<file path="config.mk">
export PLATFORM = sky130hd
export DESIGN_NAME = mgmt_regs
export DESIGN_NICKNAME = d
export VERILOG_FILES = /design/src/core/mgmt_regs_pkg.sv /design/src/core/mgmt_regs.sv
export SDC_FILE = /design/constraint.sdc
export NUM_CORES = 1
export LEC_CHECK = 0
export ABC_CLOCK_PERIOD_IN_PS = 7300
export BUFFER_PORTS_ARGS = -buffer_cell sky130_fd_sc_hd__buf_2
export CAP_MARGIN = 20
export CELL_PAD_IN_SITES_DETAIL_PLACEMENT = 1
export CELL_PAD_IN_SITES_GLOBAL_PLACEMENT = 2
export CORE_MARGIN = 5
export CORE_UTILIZATION = 29
export CTS_CLUSTER_DIAMETER = 40
export DETAILED_ROUTE_END_ITERATION = 7
export GPL_ROUTABILITY_DRIVEN = 1
export PLACE_DENSITY_LB_ADDON = 0.1
export SLEW_MARGIN = 20
export SYNTH_ARGS = -nofsm -noshare
export SYNTH_HDL_FRONTEND = slang
export SYNTH_SLANG_ARGS = --single-unit
</file>
<file path="constraint.sdc">
create_clock -name mclk_i -period 7.3 [get_ports mclk_i]
set_clock_uncertainty 0.15 [all_clocks]
set_input_delay 0 -clock mclk_i [delete_from_list [all_inputs] [get_ports mclk_i]]
set_output_delay 0 -clock mclk_i [all_outputs]
set_load 0.05 [all_outputs]
</file>
<file path="src/core/mgmt_regs_pkg.sv">
`default_nettype none
package mgmt_regs_pkg;
	// address layout
	localparam int unsigned ADDR_W      = 16;
	localparam int unsigned DATA_W      = 8;
	localparam int unsigned TOP_BIT     = 15;
	localparam int unsigned PORT_LSB    = 12;
	localparam int unsigned PAGE_LSB    = 8;
	localparam int unsigned FIELD_W     = 4;
	localparam int unsigned NUM_SRC     = 4;
	localparam logic [3:0]  PORT_GLOBAL = 4'h0;
	localparam logic [3:0]  PORT_LAST   = 4'h7;
	// source indices
	localparam int unsigned SRC_SPI     = 0;
	localparam int unsigned SRC_I2C     = 1;
	localparam int unsigned SRC_INBAND  = 2;
	localparam int unsigned SRC_MIIM    = 3;
	// global pages
	localparam logic [3:0]  GPAGE_OPER  = 4'h0;
	localparam logic [3:0]  GPAGE_LAST  = 4'h4;
	// port pages
	localparam logic [3:0]  PPAGE_PHY   = 4'h1;
	localparam logic [3:0]  PPAGE_RSV_A = 4'h2;
	localparam logic [3:0]  PPAGE_RSV_B = 4'h7;
	localparam logic [3:0]  PPAGE_LAST  = 4'hb;
	// operation page offsets
	localparam logic [7:0]  OFF_IDENT0  = 8'h00;
	localparam logic [7:0]  OFF_IDENT_U = 8'h01;
	localparam logic [7:0]  OFF_IDENT_L = 8'h02;
	localparam logic [7:0]  OFF_REV_RST = 8'h03;
	localparam logic [7:0]  OFF_WAKE    = 8'h06;
	localparam logic [7:0]  OFF_ISTAT   = 8'h10;
	localparam logic [7:0]  OFF_IMASK   = 8'h14;
	// field positions
	localparam int unsigned REV_LSB     = 4;
	localparam int unsigned SRST_BIT    = 0;
	localparam int unsigned WAKE_EN_BIT = 1;
	localparam int unsigned WAKE_POL_BIT = 0;
	localparam int unsigned LOOKUP_IRQ_BIT = 31;
	// reset values
	localparam logic        SRST_RST    = 1'b0;
	localparam logic        WAKE_EN_RST = 1'b0;
	localparam logic        WAKE_POL_RST = 1'b0;
	localparam logic        IMASK_RST   = 1'b0;
	// timing
	localparam int unsigned CLK_PERIOD_PS = 4000;
	localparam int unsigned SRST_PULSE_NS = 40;
	localparam int unsigned SRST_CYCLES =
		(SRST_PULSE_NS * 1000 + CLK_PERIOD_PS - 1) / CLK_PERIOD_PS;

	typedef enum logic [1:0] {
		ACC_IDLE = 2'b00,
		ACC_WAIT = 2'b01
	} acc_state_t;

	typedef enum logic [1:0] {
		SR_IDLE   = 2'b00,
		SR_ACTIVE = 2'b01
	} srst_state_t;
endpackage
`default_nettype wire

</file>
<file path="src/core/mgmt_regs.sv">
`default_nettype none
// Function
// - spi, i2c, in-band reach whole space
// - miim reaches only port phy pages
// - address splits into port, page, offset
// - port zero global, ports one to seven
// - address bit fifteen always zero
// - every byte accessed alone, any order
// - most significant byte at lowest address
// - global pages zero to four, rest reserved
// - port pages 2, 7, c-f reserved
// - three identification bytes read only
// - revision in upper nibble, 3:1 zero
// - soft reset bit self clears, keeps registers
// - wake pin output enable bit
// - wake pin polarity bit
// - status bit 31 mirrors lookup engine request
// - mask bit 31 gates, zero enables
module mgmt_regs
#(
	parameter logic [7:0] IDENT_FIXED  = 8'h11, // arbitrary value
	parameter logic [7:0] IDENT_UPPER  = 8'h5a, // arbitrary value
	parameter logic [7:0] IDENT_LOWER  = 8'h3c, // arbitrary value
	parameter logic [3:0] SILICON_REV  = 4'h1,  // arbitrary value
	parameter int unsigned SRST_LEN    = mgmt_regs_pkg::SRST_CYCLES
) (
	input  wire logic                                   mclk_i,
	input  wire logic                                   rst_i,
	input  wire logic [mgmt_regs_pkg::NUM_SRC-1:0]      req_valid_i,
	input  wire logic [mgmt_regs_pkg::NUM_SRC-1:0]      req_we_i,
	input  wire logic [mgmt_regs_pkg::ADDR_W-1:0]       req_addr_i [mgmt_regs_pkg::NUM_SRC],
	input  wire logic [mgmt_regs_pkg::DATA_W-1:0]       req_wdata_i [mgmt_regs_pkg::NUM_SRC],
	output logic      [mgmt_regs_pkg::NUM_SRC-1:0]      req_ready_o,
	output logic      [mgmt_regs_pkg::NUM_SRC-1:0]      ack_o,
	output logic      [mgmt_regs_pkg::DATA_W-1:0]       rdata_o,
	output logic                                        dn_req_o,
	output logic                                        dn_we_o,
	output logic      [mgmt_regs_pkg::ADDR_W-1:0]       dn_addr_o,
	output logic      [mgmt_regs_pkg::DATA_W-1:0]       dn_wdata_o,
	input  wire logic                                   dn_ack_i,
	input  wire logic [mgmt_regs_pkg::DATA_W-1:0]       dn_rdata_i,
	output logic                                        soft_reset_o,
	input  wire logic                                   wake_event_i,
	output logic                                        wake_pin_o,
	output logic                                        wake_pin_oe_o,
	input  wire logic                                   lookup_engine_irq_i,
	output logic                                        irq_o
);
	import mgmt_regs_pkg::*;

	if (SRST_LEN < 1 || SRST_LEN > 255) begin
		$error("soft reset length out of range");
	end

	acc_state_t                 acc_r;
	srst_state_t                srst_r;
	logic [NUM_SRC-1:0]         grant;
	logic [NUM_SRC-1:0]         owner_r;
	logic                       take;
	logic [ADDR_W-1:0]          addr;
	logic [DATA_W-1:0]          wdata;
	logic                       we;
	logic                       from_miim;
	logic [3:0]                 port_f;
	logic [3:0]                 page_f;
	logic [7:0]                 off_f;
	logic                       space_ok;
	logic                       local_hit;
	logic                       fwd;
	logic [DATA_W-1:0]          local_rdata;
	logic                       wake_en_r;
	logic                       wake_pol_r;
	logic                       imask_r;
	logic                       irq_stat;
	logic [7:0]                 srst_cnt_r;

	// fixed priority grant, one access in flight
	always_comb begin
		grant = '0;
		for (int i = NUM_SRC - 1; i >= 0; i--) begin
			if (req_valid_i[i]) begin
				grant = '0;
				grant[i] = 1'b1;
			end
		end
		if (acc_r != ACC_IDLE) begin
			grant = '0;
		end
	end

	assign req_ready_o = grant;
	assign take        = |grant;

	// mux of the granted request
	always_comb begin
		addr      = '0;
		wdata     = '0;
		we        = 1'b0;
		from_miim = grant[SRC_MIIM];
		for (int i = 0; i < NUM_SRC; i++) begin
			if (grant[i]) begin
				addr  = req_addr_i[i];
				wdata = req_wdata_i[i];
				we    = req_we_i[i];
			end
		end
	end

	assign port_f = addr[PORT_LSB +: FIELD_W];
	assign page_f = addr[PAGE_LSB +: FIELD_W];
	assign off_f  = addr[7:0];

	// space decode
	always_comb begin
		space_ok = 1'b0;
		if (!addr[TOP_BIT]) begin
			if (port_f == PORT_GLOBAL) begin
				space_ok = (page_f <= GPAGE_LAST);
			end else if (port_f <= PORT_LAST) begin
				space_ok = (page_f <= PPAGE_LAST) && (page_f != PPAGE_RSV_A)
					&& (page_f != PPAGE_RSV_B);
			end
		end
		if (from_miim && !(port_f != PORT_GLOBAL && page_f == PPAGE_PHY)) begin
			space_ok = 1'b0;
		end
	end

	assign local_hit = space_ok && (port_f == PORT_GLOBAL) && (page_f == GPAGE_OPER);
	assign fwd       = space_ok && !local_hit;

	assign irq_stat  = lookup_engine_irq_i;

	// local read mux, one byte per address
	always_comb begin
		local_rdata = '0;
		unique case (off_f)
			OFF_IDENT0:  local_rdata = IDENT_FIXED;
			OFF_IDENT_U: local_rdata = IDENT_UPPER;
			OFF_IDENT_L: local_rdata = IDENT_LOWER;
			OFF_REV_RST: begin
				local_rdata[REV_LSB +: 4] = SILICON_REV;
				local_rdata[SRST_BIT]     = (srst_r == SR_ACTIVE);
			end
			OFF_WAKE: begin
				local_rdata[WAKE_EN_BIT]  = wake_en_r;
				local_rdata[WAKE_POL_BIT] = wake_pol_r;
			end
			OFF_ISTAT:   local_rdata[LOOKUP_IRQ_BIT - 24] = irq_stat;
			OFF_IMASK:   local_rdata[LOOKUP_IRQ_BIT - 24] = imask_r;
			default:     local_rdata = '0;
		endcase
	end

	// access sequencer
	always_ff @(posedge mclk_i or posedge rst_i) begin
		if (rst_i) begin
			acc_r   <= ACC_IDLE;
			owner_r <= '0;
		end else begin
			unique case (acc_r)
				ACC_IDLE: begin
					if (take && fwd) begin
						acc_r   <= ACC_WAIT;
						owner_r <= grant;
					end
				end
				ACC_WAIT: begin
					if (dn_ack_i) begin
						acc_r   <= ACC_IDLE;
						owner_r <= '0;
					end
				end
				default: begin
					acc_r   <= ACC_IDLE;
					owner_r <= '0;
				end
			endcase
		end
	end

	// answer to the source
	always_ff @(posedge mclk_i or posedge rst_i) begin
		if (rst_i) begin
			ack_o   <= '0;
			rdata_o <= '0;
		end else begin
			ack_o <= '0;
			if (take && !fwd) begin
				ack_o   <= grant;
				rdata_o <= (local_hit && !we) ? local_rdata : '0;
			end else if (acc_r == ACC_WAIT && dn_ack_i) begin
				ack_o   <= owner_r;
				rdata_o <= dn_rdata_i;
			end
		end
	end

	// downstream issue for other pages
	always_ff @(posedge mclk_i or posedge rst_i) begin
		if (rst_i) begin
			dn_req_o   <= 1'b0;
			dn_we_o    <= 1'b0;
			dn_addr_o  <= '0;
			dn_wdata_o <= '0;
		end else begin
			dn_req_o <= take && fwd;
			if (take && fwd) begin
				dn_we_o    <= we;
				dn_addr_o  <= addr;
				dn_wdata_o <= wdata;
			end
		end
	end

	// writable operation page bits
	always_ff @(posedge mclk_i or posedge rst_i) begin
		if (rst_i) begin
			wake_en_r  <= WAKE_EN_RST;
			wake_pol_r <= WAKE_POL_RST;
			imask_r    <= IMASK_RST;
		end else if (take && local_hit && we) begin
			if (off_f == OFF_WAKE) begin
				wake_en_r  <= wdata[WAKE_EN_BIT];
				wake_pol_r <= wdata[WAKE_POL_BIT];
			end
			if (off_f == OFF_IMASK) begin
				imask_r <= wdata[LOOKUP_IRQ_BIT - 24];
			end
		end
	end

	// soft reset pulse, registers untouched
	always_ff @(posedge mclk_i or posedge rst_i) begin
		if (rst_i) begin
			srst_r     <= SR_IDLE;
			srst_cnt_r <= '0;
		end else begin
			unique case (srst_r)
				SR_IDLE: begin
					if (take && local_hit && we && off_f == OFF_REV_RST
						&& wdata[SRST_BIT]) begin
						srst_r     <= SR_ACTIVE;
						srst_cnt_r <= 8'(SRST_LEN - 1);
					end
				end
				SR_ACTIVE: begin
					if (srst_cnt_r == 8'h00) begin
						srst_r <= SR_IDLE;
					end else begin
						srst_cnt_r <= srst_cnt_r - 8'h01;
					end
				end
				default: srst_r <= SR_IDLE;
			endcase
		end
	end

	assign soft_reset_o = (srst_r == SR_ACTIVE);

	// wake pin and interrupt outputs
	always_ff @(posedge mclk_i or posedge rst_i) begin
		if (rst_i) begin
			wake_pin_o    <= 1'b0;
			wake_pin_oe_o <= 1'b0;
			irq_o         <= 1'b0;
		end else begin
			wake_pin_oe_o <= wake_en_r;
			wake_pin_o    <= wake_event_i ~^ wake_pol_r;
			irq_o         <= irq_stat && !imask_r;
		end
	end
endmodule
`default_nettype wire

</file>
==> summary.md <==
For the reported leakage power, the log shows 2.382 nW. For the total cell area at the placement stage, the log shows 4414 um^2. The synthesized netlist devotes 25.56% of its cell area to compound gates. The worst relative slew slack was 41.67%. The flow ran to the end, and the final reports show no timing, DRC or antenna violations.

The internal power of the cells totals 1.065 mW. Combinational family with the most area after synthesis: compound AO/OA/AOI/OAI gates. Data arrives at the worst endpoint at 4130 ps. Entering global routing, the biggest net connects 59 pins. The run gives 5096 um^2 as the post-route standard cell area excluding fillers.

The run gives 330 ps as the insertion delay to the later sink of the worst-skew pair. The core region is 11,960 um^2. The worst hold path begins at req_we_i[0].

The run gives 21,130 um as the first-pass GRT wire length. Multiplexer cells account for 5.304% of the synthesized area. The run gives 3,953 as the via count of the first global-routing pass.

The post-synthesis cell area was 3515 um^2; the final-layout fill cell count was 1,433. The logs give 7360 ps for the required time reported for the critical path endpoint and 0 for the global route total overflow. In the final layout, flip-flops and latches occupy 1451 um^2. The maximum cell stage delay along the critical path is 770 ps. The share of total power dissipated in the clock network is 22.4%. Yosys mapped the design onto 67 distinct sky130hd cell types. The tools report the number of violations of the max-capacitance limit as 0. The most common cell after layout, fill and taps aside was sky130_fd_sc_hd__buf_2. The kind of end point of the critical path is a flip-flop. The signal on the critical path passes through inv_1, o221a_2, o21ai_0, nand4b_1, a221o_1, o32ai_4, buf_4, a31oi_1, dlygate4sd3_1. Combinational cells account for 52.2% of the total power. For this configuration, the core starts out at a cell density of 29.38%. The fraction of layout instances using a drive strength above 1 was 36.38%. Once the clock tree was built, the resizer swapped 0 gates to a different size. Primary flip-flop cell chosen by synthesis mapping: sky130_fd_sc_hd__dfrtp_1. In this run, synthesis inferred 0 flip-flops with an integrated enable. The maximum fanout count along the critical path works out to 57.

163 I/O pins were placed. The switching power total is 918.1 uW. TritonCTS built the clock tree.

The repair_antennas step left the layout with diodes totalling 0. The tools report the launch point of the worst path as acc_r[0]. Together, buffers and inverters on the worst path number 3. The worst setup path category was reg -> reg. Setup violations remaining at the end of the flow were counted as 0.

Input and output buffers added on the ports amount to 162. The congestion estimate from routability-driven global placement came to 0.8351. The share of the clock period used by the worst path was 55.85%; the number of synthesis warnings was 0. The H-tree was split into 3 levels. The clock transition at the register clock pins on the worst setup and hold paths after CTS works out to 50 ps. Adding up every negative setup slack in the final design gives 0 ps. Per-cell routed wire length: 18.36 um. Number of synthesized register bits: 58.

Setup repair after global routing left no endpoint under its margin. Summing the sequential cell areas from Yosys gives 41.30% of the chip area. The run gives 3,645 as the total number of vias. The total count of max-transition violations in the final report was 0. For the initial antenna violation count, the log shows 0. The run gives 25.4% as the share of total power in sequential cells. The synthesized netlist devotes 19.72% of its cell area to simple gates. The tightest min-delay check is of the in -> reg type. Adder-cell share of the synthesized area: 0.7120%.

The number of nets handed over by synthesis was 492. Net switching share of the total power: 46.31%. The number of nets still failing antenna checks after routing was 0. The footprint of the multi-input gates is 1874 um^2, and the HPWL reported at the end of detailed placement is 9771 um. In this run, CTS created clock tree buffers numbering 9. Power spread over the standard cell area amounts to 389.1 nW/um^2. For this design, the sink count on the clock tree is 58. The achievable frequency is 245.3 MHz, and the xor and xnor area share after synthesis is 1.495%.

In the routed layout, each cell is associated on average with a via count of 5.091. The die boundary width works out to 120.1 um. For this block, the initial DRC count from the detailed router was 166. The routed design could run at a clock period as short as 4077 ps.

For the die footprint, the log shows 14,420 um^2. The worst register-to-register path begins at acc_r[0]. At the pin with the least slew margin, the transition time is 865.5 ps. Relative to the synthesized area, the layout overhead comes to 45.00%.

For the total routed wirelength, the log shows 13,150 um. The run gives 4 as the length of the first detailed-routing pass in iterations. For this run, the post-layout net count is 683. The clock passes through at most 2 buffers. STA classifies the critical path startpoint as a flip-flop. The tools report the worst ir drop on vdd as 0.1728 mV. On the critical path the largest part of the delay comes from buffers and inverters.

Clock root buffer: sky130_fd_sc_hd__clkbuf_16. The die is 120.1 um tall. The number of design rule violations left after detail routing came out at 0. Gate count of the mapped netlist: 373. The fraction of registers with async set/reset is 100.0%. Number of hold violations in the final report: 0. Global routing consumed, over all layers together, 18.48% of the routing resources. A synthesized cell averages 9.423 um^2.

The floorplan has 40 rows. In the layout the commonest cells are sky130_fd_sc_hd__buf_2, sky130_fd_sc_hd__dfrtp_1, sky130_fd_sc_hd__nand2_1. The largest individual stage delay along the critical path comes from the cell sky130_fd_sc_hd__dfrtp_1.
[worst register-to-register path, stage by stage, from the launching register on]
cell	delay (ps)
sky130_fd_sc_hd__dfrtp_1	770
sky130_fd_sc_hd__inv_1	440
sky130_fd_sc_hd__o221a_2	260
sky130_fd_sc_hd__o21ai_0	200
sky130_fd_sc_hd__nand4b_1	150
sky130_fd_sc_hd__a221o_1	390
sky130_fd_sc_hd__o32ai_4	270
sky130_fd_sc_hd__buf_4	560
sky130_fd_sc_hd__a31oi_1	190
sky130_fd_sc_hd__dlygate4sd3_1	590
[repair_timing]
item / in CTS / in global routing
endpoints found under the hold margin: 86 / 0
setup buffers: 0 / 0
hold buffers: 37 / 0
[worst paths after layout]
| check | endpoint | slack [ps] | depth (start not counted) |
|---|---|---|---|
| setup / recovery | dn_addr_o[12] | 3220 | 9 |
| setup reg to reg | dn_addr_o[12] | 3220 | 9 |
| hold / removal | rdata_o[7] | 30 | 5 |
| min in group asynchronous | rdata_o[1] | 280 | 4 |
| max in group asynchronous | srst_cnt_r[2] | 6200 | 4 |
| hold reg to reg | wake_pin_oe_o | 260 | 0 |
[kinds of logic (layout without fill, tap and decap cells)]
group                      count (synthesis)  after routing
and+or+nand+nor                          133            133
muxes                                     17             17
DFF                                       58             58
xor gates and xnor gates                   6              6
adders and majority gates                  2              2
buffers and inverters                     40            236
AOI/OAI and AO/OA                        117            117
[metrics by stage]
| step | total power [mW] | instances | utilization [%] | setup WS, ps | hold WS (ps) |
|---|---|---|---|---|---|
| after floorplan | 1.284 | 373 | - | 4203 | -67.51 |
| final | 1.983 | 716 | 42.60 | 3223 | 30.81 |
| after CTS | 2.008 | 716 | 42.60 | 3224 | 16.19 |
| after detailed placement | 1.514 | 663 | 36.90 | 3574 | 40.22 |
| after global placement | 1.499 | 663 | 36.90 | 3725 | 30.21 |
| after global routing | 2.105 | 716 | 42.60 | 2945 | 57.47 |
[state kept, by name, summed over array words and instances (netlist names), 4 cells and up]
register / cells
owner_r: 4
ack_o: 4
srst_cnt_r: 8
dn_addr_o: 16
rdata_o: 8
dn_wdata_o: 8
[power groups by stage]
stage               logic (mW)  clock network (mW)  registers (mW)
floorplan                0.496                   0           0.788
global placement         0.993                   0           0.506
detailed placement        1.00                   0           0.510
CTS                       1.04               0.458           0.506
global route              1.11               0.474           0.517
finish                    1.04               0.445           0.503
[layer usage]
metal / routed length [um] / track usage, % / up-vias
li1: - / - / 1763
met1: 6211 / 24.55 / 1734
met2: 5778 / 29.22 / 134
met3: 994 / 5.608 / 14
met4: 165 / 4.868 / 0
met5: 0 / 0 / -
[synth_stat cells (4+ instances only)]
cell / number / area, um^2
sky130_fd_sc_hd__a221oi_1: 6 / 52.55
sky130_fd_sc_hd__buf_4: 6 / 45.04
sky130_fd_sc_hd__a21oi_1: 10 / 50.05
sky130_fd_sc_hd__nor2b_1: 10 / 62.56
sky130_fd_sc_hd__mux2_1: 5 / 56.30
sky130_fd_sc_hd__xnor2_1: 5 / 43.79
sky130_fd_sc_hd__a22o_1: 8 / 70.07
sky130_fd_sc_hd__nand2_1: 43 / 161.4
sky130_fd_sc_hd__clkbuf_1: 8 / 30.03
sky130_fd_sc_hd__o221a_2: 4 / 45.04
sky130_fd_sc_hd__inv_1: 16 / 60.06
sky130_fd_sc_hd__a22oi_1: 9 / 67.56
sky130_fd_sc_hd__a221o_1: 5 / 50.05
sky130_fd_sc_hd__buf_2: 4 / 20.02
sky130_fd_sc_hd__buf_6: 4 / 45.04
sky130_fd_sc_hd__dfrtp_1: 58 / 1451
sky130_fd_sc_hd__nor2_1: 30 / 112.6
sky130_fd_sc_hd__nand2b_1: 8 / 50.05
sky130_fd_sc_hd__a31oi_1: 11 / 68.82
sky130_fd_sc_hd__o21ai_1: 7 / 35.03
sky130_fd_sc_hd__a2bb2oi_1: 8 / 70.07
sky130_fd_sc_hd__o22ai_1: 12 / 75.07
sky130_fd_sc_hd__mux2_2: 8 / 90.09
sky130_fd_sc_hd__mux2i_1: 4 / 40.04
sky130_fd_sc_hd__nand3_1: 10 / 50.05
sky130_fd_sc_hd__o21ai_0: 6 / 30.03
[final cells by class]
class                      count  area share (%)
clock inverter                 5           1.547
tap                          147           3.609
multi-input combinational    275           36.78
sequential                    58           28.48
clock buffer                  11           4.567
inverter                      17           1.252
timing repair buffer         203           23.77
(Power assumes the default switching activity.)
